--- src/verilog/sdcl_map.vh ---
// Constants of the synthesizer divider configuration loader.
// Assumes inclusion by bare name from the design files.
`ifndef SDCL_MAP_VH
`define SDCL_MAP_VH

`define SDCL_FB_W 9
`define SDCL_OD_W 2
`define SDCL_DG_W 2
`define SDCL_FRAME_W 13
// Frame field positions, most significant bit shifted first
`define SDCL_FR_DG_HI 12
`define SDCL_FR_DG_LO 11
`define SDCL_FR_OD_HI 10
`define SDCL_FR_OD_LO 9
`define SDCL_FR_FB_HI 8
`define SDCL_FR_FB_LO 0
// Diagnostic selector codes
`define SDCL_DG_LOW 2'h0
`define SDCL_DG_SDATA 2'h1
`define SDCL_DG_FBDIV 2'h2
`define SDCL_DG_CLKOUT 2'h3
// Reset values
`define SDCL_FB_RST 9'h000
`define SDCL_OD_RST 2'h0
`define SDCL_DG_RST 2'h0

`endif

--- src/verilog/sdcl_loader.v ---
// Configuration loader of a clock synthesizer: divisor latches, serial shifter,
// feedback and output dividers driven by an oversampled loop clock stand-in.
// Assumes all configuration pins are asynchronous to core_clk and are slower
// than a few core_clk periods per level, so edges are found after sync.
`timescale 1ns/1ps
`include "sdcl_map.vh"

// How it works
// Clear high holds dividers in reset; true outputs low, complements high.
// Clear low lets dividers run and drives both differential outputs.
// Clear never touches stored feedback, output divisor or diagnostic bits.
// Host sets serial data before shift clock rise; device samples on the rise.
// Reference select high picks crystal, low picks the alternate reference.
// Bypass select high runs the loop; low passes the reference straight through.
// Parallel strobe low passes divisor pins directly; diagnostic output low.
// Parallel strobe rise with transfer low latches pins until next fall or serial load.
// Strobe high, transfer low: shift serial data on each shift clock rise.
// Transfer strobe rise passes shift register contents to the dividers.
// Transfer strobe fall latches the transferred divisor values.
// In serial idle, parallel pin changes do not alter latched divisors.
// Transfer held high: serial data flows straight to dividers each shift rise.
// Feedback divisor is a plain unsigned 9-bit value.
// Host keeps feedback divisor within 10 to 28 at a 25 MHz reference.
// Output divisor codes 0..3 divide by 1, 2, 4, 8.
// Serial mode diagnostic: low, serial input, feedback divider, clock copy.
// Frame is 13 bits MSB first: diagnostic, output divisor, feedback divisor.
// Latches transparent while load path open; pins pass two-stage sync.
module sdcl_loader (
    input wire core_clk,
    input wire resetn,
    input wire divider_clear_input,
    input wire parallel_latch_strobe_n,
    input wire [`SDCL_FB_W-1:0] feedback_divisor_bits,
    input wire [`SDCL_OD_W-1:0] output_divisor_bits,
    input wire serial_shift_clock,
    input wire serial_data_input,
    input wire serial_transfer_strobe,
    input wire reference_source_select,
    input wire loop_bypass_select,
    input wire crystal_ref,
    input wire alternate_ref,
    output reg [1:0] true_clock_outputs,
    output reg [1:0] complement_clock_outputs,
    output reg diagnostic_output,
    output reg [`SDCL_FB_W-1:0] active_feedback_divisor,
    output reg [`SDCL_OD_W-1:0] active_output_divisor,
    output reg [`SDCL_DG_W-1:0] active_diagnostic_select,
    output reg serial_mode,
    output reg bypass_active,
    output reg reference_clock
);

    // ****************************************
    // Reset release and pin synchronisation
    // ****************************************
    reg rst_meta;
    reg rst_n;

    always @(posedge core_clk or negedge resetn)
    begin
        if (!resetn)
        begin
            rst_meta <= 1'b0;
            rst_n <= 1'b0;
        end
        else
        begin
            rst_meta <= 1'b1;
            rst_n <= rst_meta;
        end
    end

    localparam SW = 8 + `SDCL_FB_W + `SDCL_OD_W;
    wire [SW-1:0] pins_sync;

    sdcl_sync #(
        .W(SW)
    ) u_sync (
        .core_clk(core_clk),
        .rst_n(rst_n),
        .async_in({divider_clear_input, parallel_latch_strobe_n, serial_shift_clock, serial_data_input,
            serial_transfer_strobe, reference_source_select, loop_bypass_select, crystal_ref,
            feedback_divisor_bits, output_divisor_bits}),
        .sync_out(pins_sync)
    );

    wire clr_s = pins_sync[SW-1];
    wire pstb_n_s = pins_sync[SW-2];
    wire sclk_s = pins_sync[SW-3];
    wire sdat_s = pins_sync[SW-4];
    wire sload_s = pins_sync[SW-5];
    wire rsel_s = pins_sync[SW-6];
    wire byp_s = pins_sync[SW-7];
    wire xtal_s = pins_sync[SW-8];
    wire [`SDCL_FB_W-1:0] fb_pins_s = pins_sync[`SDCL_FB_W+`SDCL_OD_W-1:`SDCL_OD_W];
    wire [`SDCL_OD_W-1:0] od_pins_s = pins_sync[`SDCL_OD_W-1:0];

    // Alternate reference is kept separate: it is a data copy, never an edge source
    reg alt_meta;
    reg alt_s;
    always @(posedge core_clk or negedge rst_n)
    begin
        if (!rst_n)
        begin
            alt_meta <= 1'b0;
            alt_s <= 1'b0;
        end
        else
        begin
            alt_meta <= alternate_ref;
            alt_s <= alt_meta;
        end
    end

    // ****************************************
    // Edge detection on synchronised strobes
    // ****************************************
    reg sclk_d;
    reg sload_d;
    reg pstb_n_d;

    always @(posedge core_clk or negedge rst_n)
    begin
        if (!rst_n)
        begin
            sclk_d <= 1'b0;
            sload_d <= 1'b0;
            pstb_n_d <= 1'b0;
        end
        else
        begin
            sclk_d <= sclk_s;
            sload_d <= sload_s;
            pstb_n_d <= pstb_n_s;
        end
    end

    wire sclk_rise = sclk_s & ~sclk_d;
    wire sload_rise = sload_s & ~sload_d;
    wire pstb_rise = pstb_n_s & ~pstb_n_d;

    // ****************************************
    // Shift register and divisor latches
    // ****************************************
    reg [`SDCL_FRAME_W-1:0] shifter;
    wire [`SDCL_FRAME_W-1:0] shifted = {shifter[`SDCL_FRAME_W-2:0], sdat_s};

    always @(posedge core_clk or negedge rst_n)
    begin
        if (!rst_n)
            shifter <= {`SDCL_FRAME_W{1'b0}};
        else if (pstb_n_s && sclk_rise)
            shifter <= shifted;
    end

    // Latched values: clear input deliberately absent from this process
    always @(posedge core_clk or negedge rst_n)
    begin
        if (!rst_n)
        begin
            active_feedback_divisor <= `SDCL_FB_RST;
            active_output_divisor <= `SDCL_OD_RST;
            active_diagnostic_select <= `SDCL_DG_RST;
        end
        else if (!pstb_n_s || (pstb_rise && !sload_s))
        begin
            // Transparent while low; the rising edge captures the last value
            active_feedback_divisor <= fb_pins_s;
            active_output_divisor <= od_pins_s;
        end
        else if (sload_s && sload_rise)
        begin
            active_feedback_divisor <= shifter[`SDCL_FR_FB_HI:`SDCL_FR_FB_LO];
            active_output_divisor <= shifter[`SDCL_FR_OD_HI:`SDCL_FR_OD_LO];
            active_diagnostic_select <= shifter[`SDCL_FR_DG_HI:`SDCL_FR_DG_LO];
        end
        else if (sload_s && sclk_rise)
        begin
            active_feedback_divisor <= shifted[`SDCL_FR_FB_HI:`SDCL_FR_FB_LO];
            active_output_divisor <= shifted[`SDCL_FR_OD_HI:`SDCL_FR_OD_LO];
            active_diagnostic_select <= shifted[`SDCL_FR_DG_HI:`SDCL_FR_DG_LO];
        end
        // Otherwise hold: strobe fall freezes transferred values, pins ignored R11 R12
    end

    // ****************************************
    // Reference and dividers
    // ****************************************
    // Output divisor decode: ratio minus one as a mask of counter bits
    function [2:0] sdcl_od_mask;
        input [`SDCL_OD_W-1:0] code;
        begin
            case (code)
                2'h0: sdcl_od_mask = 3'h0;
                2'h1: sdcl_od_mask = 3'h1;
                2'h2: sdcl_od_mask = 3'h3;
                default: sdcl_od_mask = 3'h7;
            endcase
        end
    endfunction

    wire ref_sel = rsel_s ? xtal_s : alt_s;

    // The analog loop is modelled by core_clk ticks; feedback counter divides by M
    reg [`SDCL_FB_W-1:0] fb_count;
    reg fb_div_out;
    reg [2:0] od_count;
    reg clk_copy;

    always @(posedge core_clk or negedge rst_n)
    begin
        if (!rst_n)
        begin
            fb_count <= {`SDCL_FB_W{1'b0}};
            fb_div_out <= 1'b0;
            od_count <= 3'h0;
            clk_copy <= 1'b0;
        end
        else if (clr_s)
        begin
            fb_count <= {`SDCL_FB_W{1'b0}};
            fb_div_out <= 1'b0;
            od_count <= 3'h0;
            clk_copy <= 1'b0;
        end
        else
        begin
            // Unsigned compare of the plain binary divisor R14 R2
            if (fb_count + 9'h001 >= active_feedback_divisor)
            begin
                fb_count <= {`SDCL_FB_W{1'b0}};
                fb_div_out <= ~fb_div_out;
            end
            else
                fb_count <= fb_count + 9'h001;
            if (!byp_s)
                clk_copy <= ref_sel;
            else if ((od_count & sdcl_od_mask(active_output_divisor)) == sdcl_od_mask(active_output_divisor))
            begin
                od_count <= 3'h0;
                clk_copy <= ~clk_copy;
            end
            else
                od_count <= od_count + 3'h1;
        end
    end

    // ****************************************
    // Outputs
    // ****************************************
    always @(posedge core_clk or negedge rst_n)
    begin
        if (!rst_n)
        begin
            true_clock_outputs <= 2'h0;
            complement_clock_outputs <= 2'h3;
            diagnostic_output <= 1'b0;
            serial_mode <= 1'b0;
            bypass_active <= 1'b0;
            reference_clock <= 1'b0;
        end
        else
        begin
            serial_mode <= pstb_n_s;
            bypass_active <= ~byp_s;
            reference_clock <= ref_sel;
            if (clr_s)
            begin
                true_clock_outputs <= 2'h0;
                complement_clock_outputs <= 2'h3;
            end
            else
            begin
                true_clock_outputs <= {2{clk_copy}};
                complement_clock_outputs <= {2{~clk_copy}};
            end
            if (!pstb_n_s)
                diagnostic_output <= 1'b0;
            else
                case (active_diagnostic_select)
                    `SDCL_DG_LOW: diagnostic_output <= 1'b0;
                    `SDCL_DG_SDATA: diagnostic_output <= sdat_s;
                    `SDCL_DG_FBDIV: diagnostic_output <= fb_div_out;
                    default: diagnostic_output <= clk_copy;
                endcase
        end
    end

endmodule // sdcl_loader

--- src/verilog/sdcl_sync.v ---
// Two flip-flop synchroniser for a group of asynchronous pin levels.
// Assumes an active-low asynchronous reset already released in core_clk.
`timescale 1ns/1ps

module sdcl_sync #(
    parameter W = 1
) (
    input wire core_clk,
    input wire rst_n,
    input wire [W-1:0] async_in,
    output reg [W-1:0] sync_out
);

    reg [W-1:0] stage1;

    always @(posedge core_clk or negedge rst_n)
    begin
        if (!rst_n)
        begin
            stage1 <= {W{1'b0}};
            sync_out <= {W{1'b0}};
        end
        else
        begin
            stage1 <= async_in;
            sync_out <= stage1;
        end
    end

endmodule // sdcl_sync

--- config.mk ---
export PLATFORM = sky130hd
export DESIGN_NAME = sdcl_loader
export DESIGN_NICKNAME = d
export VERILOG_FILES = /design/src/verilog/sdcl_loader.v /design/src/verilog/sdcl_sync.v
export VERILOG_INCLUDE_DIRS = /design/src /design/src/verilog
export SDC_FILE = /design/constraint.sdc
export NUM_CORES = 1
export LEC_CHECK = 0
export BUFFER_PORTS_ARGS = -buffer_cell sky130_fd_sc_hd__buf_2
export CORE_UTILIZATION = 45
export DETAILED_ROUTE_END_ITERATION = 10
export GPL_ROUTABILITY_DRIVEN = 1
export PLACE_DENSITY_LB_ADDON = 0.3
export SLEW_MARGIN = 15
export SYNTH_ARGS = -nofsm -noshare
export SYNTH_HDL_FRONTEND = slang
export SYNTH_SLANG_ARGS = --single-unit
export TNS_END_PERCENT = 20
--- constraint.sdc ---
create_clock -name core_clk -period 5.2 [get_ports core_clk]
set_input_delay 1.04 -clock core_clk [delete_from_list [all_inputs] [get_ports core_clk]]
set_output_delay 1.04 -clock core_clk [all_outputs]
set_load 0.01 [all_outputs]
# == Yosys cells after proc, flatten, opt, wreduce, memory -nomap -nowiden ==
# Index checks and enable logic that the tools add are counted.
# totals
ff_bits,92
latch_bits,0
mem_bits_rw,0
mem_bits_ro,0
inputBits,22
word_cells,82
mem_count,0
# classes
addsub,2
mul,0
div_mod_pow,0
magnitude_cmp,1
eq_ne,6
shifts,0
n_mux,26
bitwise,11
n_reduce_logical,14
# ops
cell,n
two-way mux 9 bit,5
two-way mux 3 bit,5
two-way mux 2 bit,7
adder 9 x 1 -> 9 bit (second input constant),1
>= comparator 9 bit,1
case mux 3 bit (3 select lines),1
two-way mux 1 bit,7
inverter 1 bit,7
nonzero test 2 bit,3
equality test 2 x 1 -> 1 bit (second input constant),2
equality test 2 bit (second input constant),2
logical AND 1 bit,4
zero test 2 bit,2
adder 3 x 1 -> 3 bit (second input constant),1
AND 1 bit,3
AND 3 bit,1
equality test 3 bit,1
inequality test 3 x 2 -> 1 bit (second input constant),1
case mux 1 bit (3 select lines),1
nonzero test 3 bit,1
zero test 1 bit,2
AND reduction 2 bit,1
logical OR 1 bit,1

# == Depth between registers and ports, before layout ==
# Gate-level depths: netlist of run 1.
# logic_depth
word_depth,9
depth_mapped,10

# == Hierarchy ==
# A second synthesis of run 1 with hierarchy kept.
# hier_totals
cells_unflattened,248
area_unflattened_um2,3387.0
# modules_own_cells
mod,instances,cells_per_inst,area_per_inst_um2
sdcl_loader,1,210,2436.1
sdcl_sync,1,38,950.9

# == Worst setup path before layout of run 1 ==
# Ideal clock, no wire load.
# synth_timing
path_type,reg-to-reg
start,register fb_count[0]
end,register fb_div_out
t_arrival_ns,2.039
required_time_ns,5.075
path_slack_ns,3.036
path_stages_with_launch,10
path_buffers,0
synth_period_minus_slack_ns,2.164
cell_sequence,dfrtp_1 ha_1 nand2_1 xnor2_1 ha_1 a211oi_2 nor2_1 nor4_2 o21ai_2 mux2_4
# synth_via
elab_chain_cells,3
# synth_rtl
item,line,rtl
"start, declared",sdcl_loader.v:205,reg [`SDCL_FB_W-1:0] fb_count;
"start signal, assigned",sdcl_loader.v:214,fb_count <= {`SDCL_FB_W{1'b0}};
"start signal, assigned",sdcl_loader.v:221,fb_count <= {`SDCL_FB_W{1'b0}};
"start signal, assigned",sdcl_loader.v:231,fb_count <= {`SDCL_FB_W{1'b0}};
adder 9 x 1 -> 9 bit,sdcl_loader.v:229,if (fb_count + 9'h001 >= active_feedback_divisor)
>= comparator 9 bit,sdcl_loader.v:229,
nonzero test 2 bit (no source line),n/a,
"end signal, assigned",sdcl_loader.v:232,fb_div_out <= ~fb_div_out;
"end, declared",sdcl_loader.v:206,reg fb_div_out;
# No other way between the ends.
# A chain may end at the register's enable or synchronous reset.

# == Worst setup path after layout of run 1 ==
# layout_timing
start,register fb_count[2]
end,register fb_div_out
# Same word-level chain as after synthesis.

==> run_results.csv, run 1 <==
group,metric,value,unit
critical_path,reg2regPathDepth,10,
critical_path,startpoint_type,"flop",
timing,timing.fmax,0.413,GHz
yosys,synth_edf_count,0,
global_route,grt_pass1_vias,2024,
cts,ctsHoldBuffers,0,
layout,syn_to_final_growth,15.0,%
placed_design,dp_hpwl,3660,um
route,vias,1936,
critical_path,path_max_fanout,10,
cts,clkLatencyLatePin,0.35,ns
cts,cts_root_buf,"clkbuf_8",
run,drv_cap,0,
critical_path,critPathKind,"reg -> reg",
timing,worst_pin_slew,0.907,ns
critical_path,cp_data_required_time,5.45,ns
power_and_ir_drop,power_density,367,mW/mm^2
placed_design,dp.cells,383,
worst_hold_path,hp-class,"reg -> async",
cts,cts.path.max_buffers,2,
timing,tns,0,ns
route,drt-pass1-iter-count,4,
route,drt_iter0_drc,113,
die,coreArea,0.00725,mm^2
timing,slew_viol_final,0,
critical_path,r2r_start,"fb_count[2]",
route,avgRoutedWirePerCell,13.2,um
yosys,syn-num-nets,282,
cts,postCtsSetupRepairBufs,0,
yosys,ys_ff_latch,90,
yosys,avgSynthCellArea,13.6,um^2
layout,layout_commonest_cell,"dfrtp_1",
global_route,grt_pass1_wl,9260,um
global_route,grt_max_degree,89,
placed_design,place_area,0.00369,mm^2
timing,rsz0062_at_grt,"false",
outcome,outcome,"finished, final reports clean",
timing,period_needed,2.42,ns
die,dieArea,0.00789,mm^2
route,via_per_inst,4.84,
timing,finalCritPeriodShare,46.5,%
route,ant_nets,0,
critical_path,crit_end,"fb_div_out",
critical_path,worst-endpoint-arrival,2.67,ns
power_and_ir_drop,p_int,1.04,mW
timing,fin_skew,0.0150,ns
critical_path,reg2reg_to,"fb_div_out",
placed_design,io_buffers,42,
power_and_ir_drop,p_switching,0.393,mW
layout,mostFrequentLayoutCells,"88 x dfrtp_1, 42 x buf_2, 17 x o21ai_0",
yosys,syn_inst,249,
yosys,yosysUniqueCellTypes,37,
layout,drive_gt1_share,28.9,%
global_route,antenna_found_initial,0,
layout,instances_no_fill,400,
yosys,synthFlopType,"dfrtp_1",
global_route,grt-ovfl-total,0,
yosys,synthArstFlopShare,100,%
die,die_y,88.8,um
cts,numCtsBuffers,9,
placed_design,place_congestion,0.770,
cts,cts_sinks,90,
yosys,ys_warn_count,0,
route,finalWirelength,5280,um
cts,clk_pin_slew,0.10,ns
layout,utilization,53.8,%
power_and_ir_drop,cellLeakagePower,1.92,nW
power_and_ir_drop,comb_power_share,11.5,%
layout,n_antenna_cell,0,
timing,setup_violations,0,
layout,fin_nets,329,
critical_path,reg2reg_slack,2.78,ns
power_and_ir_drop,sequentialPowerShare,57.9,%
die,pin_count,43,
cts,cts_tree,"done",
global_route,grt_use_total,15.8,%
yosys,synth_area,0.00339,mm^2
power_and_ir_drop,netSwitchingFraction,27.5,%
route,route.detailed.drc,0,
power_and_ir_drop,ir_worst_vdd,0.185,mV
layout,fin_area,0.00390,mm^2
timing,finalHoldViolations,0,
cts,htreeDepth,3,
timing,relSlewSlack,39.3,%
yosys,ys_seq_area_share,66.5,%
power_and_ir_drop,p_clk_share,30.6,%
die,die_w,88.8,um
die,num_rows,31,
critical_path,cp-end-kind,"flop",
cts,cts_resized,0,
die,start_util,46.7,%
critical_path,critPathLaunch,"fb_count[2]",
-- critical path, cell delays in order, from the launching register on --
cell,delay (ns)
dfrtp_1,0.41
nand3_1,0.11
nor2_1,0.17
nand4_1,0.13
xnor2_1,0.22
ha_1,0.28
o21ai_0,0.17
nor2_1,0.07
nor4_2,0.25
o21ai_2,0.18
mux2_4,0.32
-- worst min path at each step --
stage,from,endpoint,slack (ns)
after global placement,u_sync.stage1[16],u_sync.sync_out[16],0.33
after global routing,u_sync.stage1[3],u_sync.sync_out[3],0.36
after detailed placement,alt_meta,alt_s,0.33
final,rst_n,u_sync.stage1[16],0.33
after floorplan,alt_meta,alt_s,0.33
after CTS,u_sync.stage1[15],u_sync.sync_out[15],0.35
-- flip-flops by register name (all words and copies together) (netlist names), 2 cells and up --
signal and cells:
u_sync.stage1 19, shifter 13, fb_count 9, od_count 3, active_feedback_divisor 9, u_sync.sync_out 19
active_output_divisor 2, active_diagnostic_select 2
-- kinds of logic after synthesis --
kind of cell	synth area share (%)
mux	9.26
simple gates	7.79
buf+inv	2.80
fa+ha+maj	4.06
other cells	0.111
xor+xnor	2.07
flops	66.5
compound gates	7.45
-- Yosys cell counts (2+ instances only) --
cell type	instances	area, um^2
a21oi_1	5	25.0
a22oi_1	10	75.1
and2_1	2	12.5
and2b_2	7	61.3
buf_2	4	20.0
buf_4	2	15.0
clkbuf_1	2	7.51
dfrtp_1	89	2230
ha_1	11	138
inv_1	14	52.6
mux2_2	15	169
mux2i_1	13	130
nand2_1	14	52.6
nand2b_1	3	18.8
nand3_1	4	20.0
nand4_1	3	18.8
nor2_1	9	33.8
o21ai_0	17	85.1
xnor2_1	6	52.6
xor2_1	2	17.5
-- final cells by class --
type	instances	area, um^2
Tap cell	99	124
Clock buffer	10	128
Timing Repair Buffer	44	238
Fill cell	645	3350
Sequential cell	90	2260
Inverter	14	52.6
Clock inverter	6	58.8
Multi-Input combinational cell	137	1040
-- power groups by stage --
stage / registers (mW) / clock network [mW] / logic, mW
5_1_grt: 0.842 / 0.480 / 0.188
3_5_place_dp: 0.850 / 0 / 0.158
4_1_cts: 0.836 / 0.452 / 0.158
6_report: 0.828 / 0.438 / 0.164
3_3_place_gp: 0.848 / 0 / 0.154
2_1_floorplan: 0.837 / 0 / 0.108
-- metrics by stage --
stage	hold slack, ns	power (mW)	setup slack [ns]
after CTS	0.355	1.45	2.79
after floorplan	0.331	0.945	2.51
final	0.330	1.43	2.78
after global routing	0.363	1.51	2.55
after global placement	0.331	1.00	2.90
after detailed placement	0.335	1.01	2.80
-- routing by layer --
layer	track usage (%)	wire, um	vias to the layer above
met5	0	0	-
met4	8.36	114	0
met3	3.45	150	10
met2	25.5	2550	25
met1	20.1	2470	953
li1	-	-	948
(Power assumes the default switching activity.)
==> run 2, diff against run 1 <==
==> constraint.sdc (replaced) <==
create_clock -name core_clk -period 2.5 [get_ports core_clk]
set_input_delay 0.5 -clock core_clk [delete_from_list [all_inputs] [get_ports core_clk]]
set_output_delay 0.5 -clock core_clk [all_outputs]
set_load 0.01 [all_outputs]
==> run_results.csv, run 2 (synthesis gave the netlist of run 1 again) <==
group,metric,value,unit
critical_path,cp_data_required_time,2.75,ns
run,drv_cap,0,
route,ant_nets,0,
global_route,antenna_found_initial,0,
route,drt-pass1-iter-count,4,
critical_path,worst-endpoint-arrival,2.72,ns
cts,clkLatencyLatePin,0.35,ns
timing,finalCritPeriodShare,98.8,%
timing,relSlewSlack,63.2,%
timing,tns,0,ns
layout,largest_registers,"u_sync.stage1: 19 flops, u_sync.sync_out: 19 flops, shifter: 13 flops",
critical_path,critPathKind,"reg -> reg",
outcome,outcome,"finished, final reports clean",
timing,hold_ws,0.245,ns
placed_design,io_buffers,42,
critical_path,startpoint_type,"flop",
global_route,grt_pass1_wl,9010,um
critical_path,path_max_fanout,5,
global_route,grt_max_degree,46,
layout,mostFrequentLayoutCells,"88 x dfrtp_1, 42 x buf_2, 16 x o21ai_0",
layout,n_antenna_cell,0,
timing,slew_viol_final,0,
cts,cts_tree,"done",
critical_path,cp-end-kind,"flop",
placed_design,place_congestion,0.759,
die,die_y,88.8,um
timing,rsz0062_at_grt,"true",
die,coreArea,0.00725,mm^2
timing,worst_pin_slew,0.551,ns
route,drt_iter0_drc,85,
worst_hold_path,hp-class,"in -> reg",
placed_design,dp_slack,0.118,ns
cts,cts_sinks,90,
layout,drive_gt1_share,32.0,%
timing,setup_violations,0,
layout,layout_commonest_cell,"dfrtp_1",
timing,period_needed,2.47,ns
layout,instances_no_fill,408,
die,dieArea,0.00789,mm^2
layout,fin_nets,337,
cts,numCtsBuffers,9,
layout,syn_to_final_growth,17.7,%
power_and_ir_drop,power_density,746,mW/mm^2
route,via_per_inst,4.91,
global_route,grt_use_total,15.7,%
placed_design,dp_hpwl,3850,um
die,start_util,46.7,%
route,route.detailed.drc,0,
die,pin_count,43,
route,vias,2004,
route,avgRoutedWirePerCell,13.7,um
die,die_w,88.8,um
power_and_ir_drop,ir_worst_vdd,0.350,mV
power_and_ir_drop,cellLeakagePower,1.96,nW
cts,clk_pin_slew,0.09,ns
global_route,grt-ovfl-total,0,
route,finalWirelength,5610,um
cts,htreeDepth,3,
cts,cts_root_buf,"clkbuf_8",
timing,fin_skew,0.00907,ns
die,num_rows,31,
timing,timing.fmax,0.405,GHz
global_route,grt_pass1_vias,1950,
timing,timing.final.ws_setup,0.0300,ns
placed_design,dp.cells,386,
timing,finalHoldViolations,0,
cts,cts.path.max_buffers,2,
-- run 2: cell types whose count changed in the layout (fill, tap and decap cells not counted), sizes merged --
cell,change
clkbuf,+1
clkinvlp,-1
buf,+6
inv,-2
o21ai,+1
clkinv,+2
dlygate4sd3,+1
-- run 2: path summary, 6_finish.rpt --
| kind | slack, ns | from | end | depth (start not counted) |
|---|---|---|---|---|
| worst max-delay path | 0.03 | fb_count[2] | fb_div_out | 10 |
| worst min-delay path | 0.25 | feedback_divisor_bits[2] | u_sync.stage1[4] | 1 |
| worst max register to register | 0.03 | fb_count[2] | fb_div_out | 10 |
| worst min register to register | 0.33 | rst_n | u_sync.stage1[12] | 0 |
| max in group asynchronous | 1.54 | rst_n | u_sync.stage1[8] | 1 |
| min in group asynchronous | 0.33 | rst_n | u_sync.stage1[12] | 0 |
-- run 2: worst max-delay path, stage by stage, from the launching register on --
cell and delay, ns:
dfrtp_1 0.41, nand3_2 0.11, nor2_4 0.14, nand4_1 0.15, xnor2_2 0.19, ha_1 0.32, o21ai_1 0.13, nor2_1 0.07
nor4_2 0.36, o21ai_2 0.16, mux2_4 0.32
-- run 2: stage by stage --
stage / util, % / instance area [um^2] / power [mW]
6_report: 55.0 / 3990 / 2.98
3_5_place_dp: 51.4 / 3730 / 2.11
2_1_floorplan: - / 3390 / 1.97
4_1_cts: 54.0 / 3920 / 2.99
3_3_place_gp: 51.4 / 3730 / 2.09
5_1_grt: 55.0 / 3990 / 3.13
-- run 2: repair_timing --
action,in CTS,in global routing
hold buffers,1,0
resized for setup,0,9
setup endpoints to repair,0,8
buffers inserted,0,4
endpoints found under the hold margin,2,0
-- run 2: final cells by class --
cell class,instances,area [um^2]
clock buffer,11,141
clock inverter,5,38.8
fill,612,3260
inverter,14,52.6
multi-input combinational,138,1090
sequential,90,2260
tap,99,124
timing repair buffer,51,293
-- run 2: power breakdown --
part	internal [mW]	switching [mW]	total (mW)	leakage (nW)
combinational	0.192	0.176	0.368	0.761
sequential	1.60	0.127	1.72	1.11
clock	0.395	0.492	0.887	0.0952
total	2.18	0.794	2.98	1.96
-- run 2: per-layer routing --
layer  GRT usage (%)  wire [um]  share of wire (%)
met1            19.3       2510                 45
met2            25.4       2790                 50
met3            3.92        155                2.8
met4            8.80        144                2.6
met5               0          0                  0
==> run 3, diff against run 2 <==
--- a/config.mk
+++ b/config.mk
@@ -7,10 +7,12 @@
 export NUM_CORES = 1
 export LEC_CHECK = 0
 export BUFFER_PORTS_ARGS = -buffer_cell sky130_fd_sc_hd__buf_2
+export CORE_MARGIN = 3
 export CORE_UTILIZATION = 45
+export CTS_BUF_LIST = sky130_fd_sc_hd__clkbuf_2
 export DETAILED_ROUTE_END_ITERATION = 10
 export GPL_ROUTABILITY_DRIVEN = 1
-export PLACE_DENSITY_LB_ADDON = 0.3
+export PLACE_DENSITY = 0.72
 export SLEW_MARGIN = 15
 export SYNTH_ARGS = -nofsm -noshare
 export SYNTH_HDL_FRONTEND = slang
==> run_results.csv, run 3 (synthesis gave the netlist of run 1 again) <==
group,metric,value,unit
power_and_ir_drop,sequentialPowerShare,62.3,%
layout,n_fill_cell,671,
layout,fin_area,0.00399,mm^2
placed_design,place_congestion,0.763,
critical_path,worst-endpoint-arrival,2.85,ns
global_route,antenna_found_initial,0,
critical_path,path_max_fanout,6,
power_and_ir_drop,netSwitchingFraction,26.3,%
worst_hold_path,min_to,"u_sync.stage1[11]",
timing,fin_skew,0.0271,ns
placed_design,dp.cells,386,
worst_hold_path,whs_path_depth,1,
timing,period_needed,2.43,ns
critical_path,reg2regPathDepth,9,
route,avgRoutedWirePerCell,13.7,um
route,route.detailed.drc,0,
critical_path,r2r_start,"fb_count[0]",
run,drv_cap,0,
cts,cts_sinks,90,
global_route,grtUsageMet3,2.76,%
layout,syn_to_final_growth,17.5,%
global_route,grt_pass1_vias,2034,
route,vias,2007,
die,start_util,46.5,%
cts,cts_root_buf,"clkbuf_2",
die,die_y,92.8,um
critical_path,critPathKind,"reg -> reg",
layout,layout_commonest_cell,"dfrtp_1",
cts,clk_pin_slew,0.21,ns
timing,worst_pin_slew,0.560,ns
die,coreArea,0.00729,mm^2
timing,finalCritPeriodShare,97.3,%
critical_path,cp-end-kind,"flop",
critical_path,cp_data_required_time,2.92,ns
global_route,busiest_layer,"met2",
power_and_ir_drop,p_clk_share,24.6,%
timing,setup_violations,0,
power_and_ir_drop,p_int,2.04,mW
layout,mostFrequentLayoutCells,"87 x dfrtp_1, 42 x buf_2, 16 x o21ai_0",
timing,hold_ws,0.0872,ns
global_route,grt_use_total,14.2,%
layout,n_antenna_cell,0,
cts,htreeDepth,3,
layout,instances_no_fill,416,
critical_path,reg2reg_to,"fb_div_out",
layout,fin_nets,345,
power_and_ir_drop,comb_power_share,13.1,%
critical_path,startpoint_type,"flop",
die,pin_count,43,
route,drt-pass1-iter-count,4,
placed_design,io_buffers,42,
global_route,grt-ovfl-total,0,
global_route,grt_max_degree,48,
timing,rsz0062_at_grt,"true",
timing,finalHoldViolations,0,
global_route,gr-usage-met1,18.4,%
die,die_w,92.8,um
layout,drive_gt1_share,30.3,%
route,via_per_inst,4.82,
placed_design,place_area,0.00373,mm^2
die,num_rows,31,
cts,clkLatencyLatePin,0.51,ns
global_route,grt_pass1_wl,9400,um
cts,numCtsBuffers,9,
die,dieArea,0.00861,mm^2
placed_design,dp_hpwl,3930,um
route,drt_iter0_drc,103,
worst_hold_path,hold_start,"crystal_ref",
power_and_ir_drop,power_density,694,mW/mm^2
outcome,outcome,"finished, final reports clean",
timing,slew_viol_final,0,
worst_hold_path,hp-class,"in -> reg",
power_and_ir_drop,ir_worst_vdd,0.235,mV
global_route,grtUsageMet2,22.6,%
timing,relSlewSlack,62.6,%
power_and_ir_drop,p_switching,0.727,mW
timing,timing.fmax,0.411,GHz
power_and_ir_drop,cellLeakagePower,1.97,nW
route,finalWirelength,5680,um
cts,cts.path.max_buffers,2,
route,ant_nets,0,
critical_path,reg2reg_slack,0.07,ns
cts,cts_tree,"done",
layout,largest_registers,"u_sync.stage1: 19 flops, u_sync.sync_out: 19 flops, shifter: 13 flops",
==> run 3: changes by cell type in the layout (fill, tap and decap cells not counted), moves of 2 or more <==
cell	delta
clkbuf_8	-10
clkinv_2	-2
clkbuf_2	+13
dlygate4sd3_1	+9
==> run 3: layer usage <==
metal / routed length [um] / part of all wire [%] / up-vias
met3: 166 / 2.9 / 4
li1: - / - / 978
met2: 2940 / 52 / 31
met4: 69 / 1.2 / 0
met5: 0 / 0 / -
met1: 2510 / 44 / 994
==> run 3: worst max-delay path, stage by stage (launching register included) <==
cell,delay (ns)
dfrtp_2,0.49
ha_1,0.26
nand2_1,0.11
xnor2_2,0.13
ha_1,0.28
a211oi_2,0.18
nor2_1,0.08
nor4_2,0.37
o21ai_2,0.16
mux2_4,0.32
==> run 3: how the worst max path moves through the flow <==
stage / start / end / depth (start not counted)
after detailed placement: fb_count[2] / fb_div_out / 10
after CTS: fb_count[2] / fb_div_out / 10
after global routing: fb_count[3] / fb_div_out / 10
final: fb_count[0] / fb_div_out / 9
after global placement: fb_count[2] / fb_div_out / 10
after floorplan: fb_count[0] / fb_div_out / 9
==> run 3: layout make-up <==
cell class	count	area, um^2	area share [%]
clock inverter	3	42.5	1.07
tap	99	124	3.11
inverter	14	52.6	1.32
clock buffer	13	65.1	1.63
sequential	90	2260	56.7
multi-input combinational	138	1070	26.8
timing repair buffer	59	375	9.42
==> run 3: timing repair <==
action | in CTS | in global routing
buffers inserted | 0 | 3
hold buffers | 1 | 9
gates resized for setup | 0 | 6
endpoints found under the setup margin | 0 | 9
endpoints found under the hold margin | 2 | 9
==> run 3: per-stage QoR <==
step / setup slack [ns] / utilization [%] / power, mW / setup TNS, ns
detailed placement: 0.115 / 51.1 / 2.10 / 0
global route: -0.131 / 54.7 / 2.94 / -0.397
finish: 0.0678 / 54.7 / 2.77 / 0
CTS: 0.0844 / 52.7 / 2.79 / 0
floorplan: 0.336 / - / 1.97 / 0
global placement: 0.205 / 51.1 / 2.09 / 0
==> run 3: power by group through the flow <==
stage	Sequential [mW]	Clock [mW]	Combinational, mW
2_1_floorplan	1.74	0	0.224
3_3_place_gp	1.75	0	0.340
3_5_place_dp	1.75	0	0.351
4_1_cts	1.73	0.710	0.352
5_1_grt	1.75	0.787	0.409
6_report	1.72	0.680	0.362
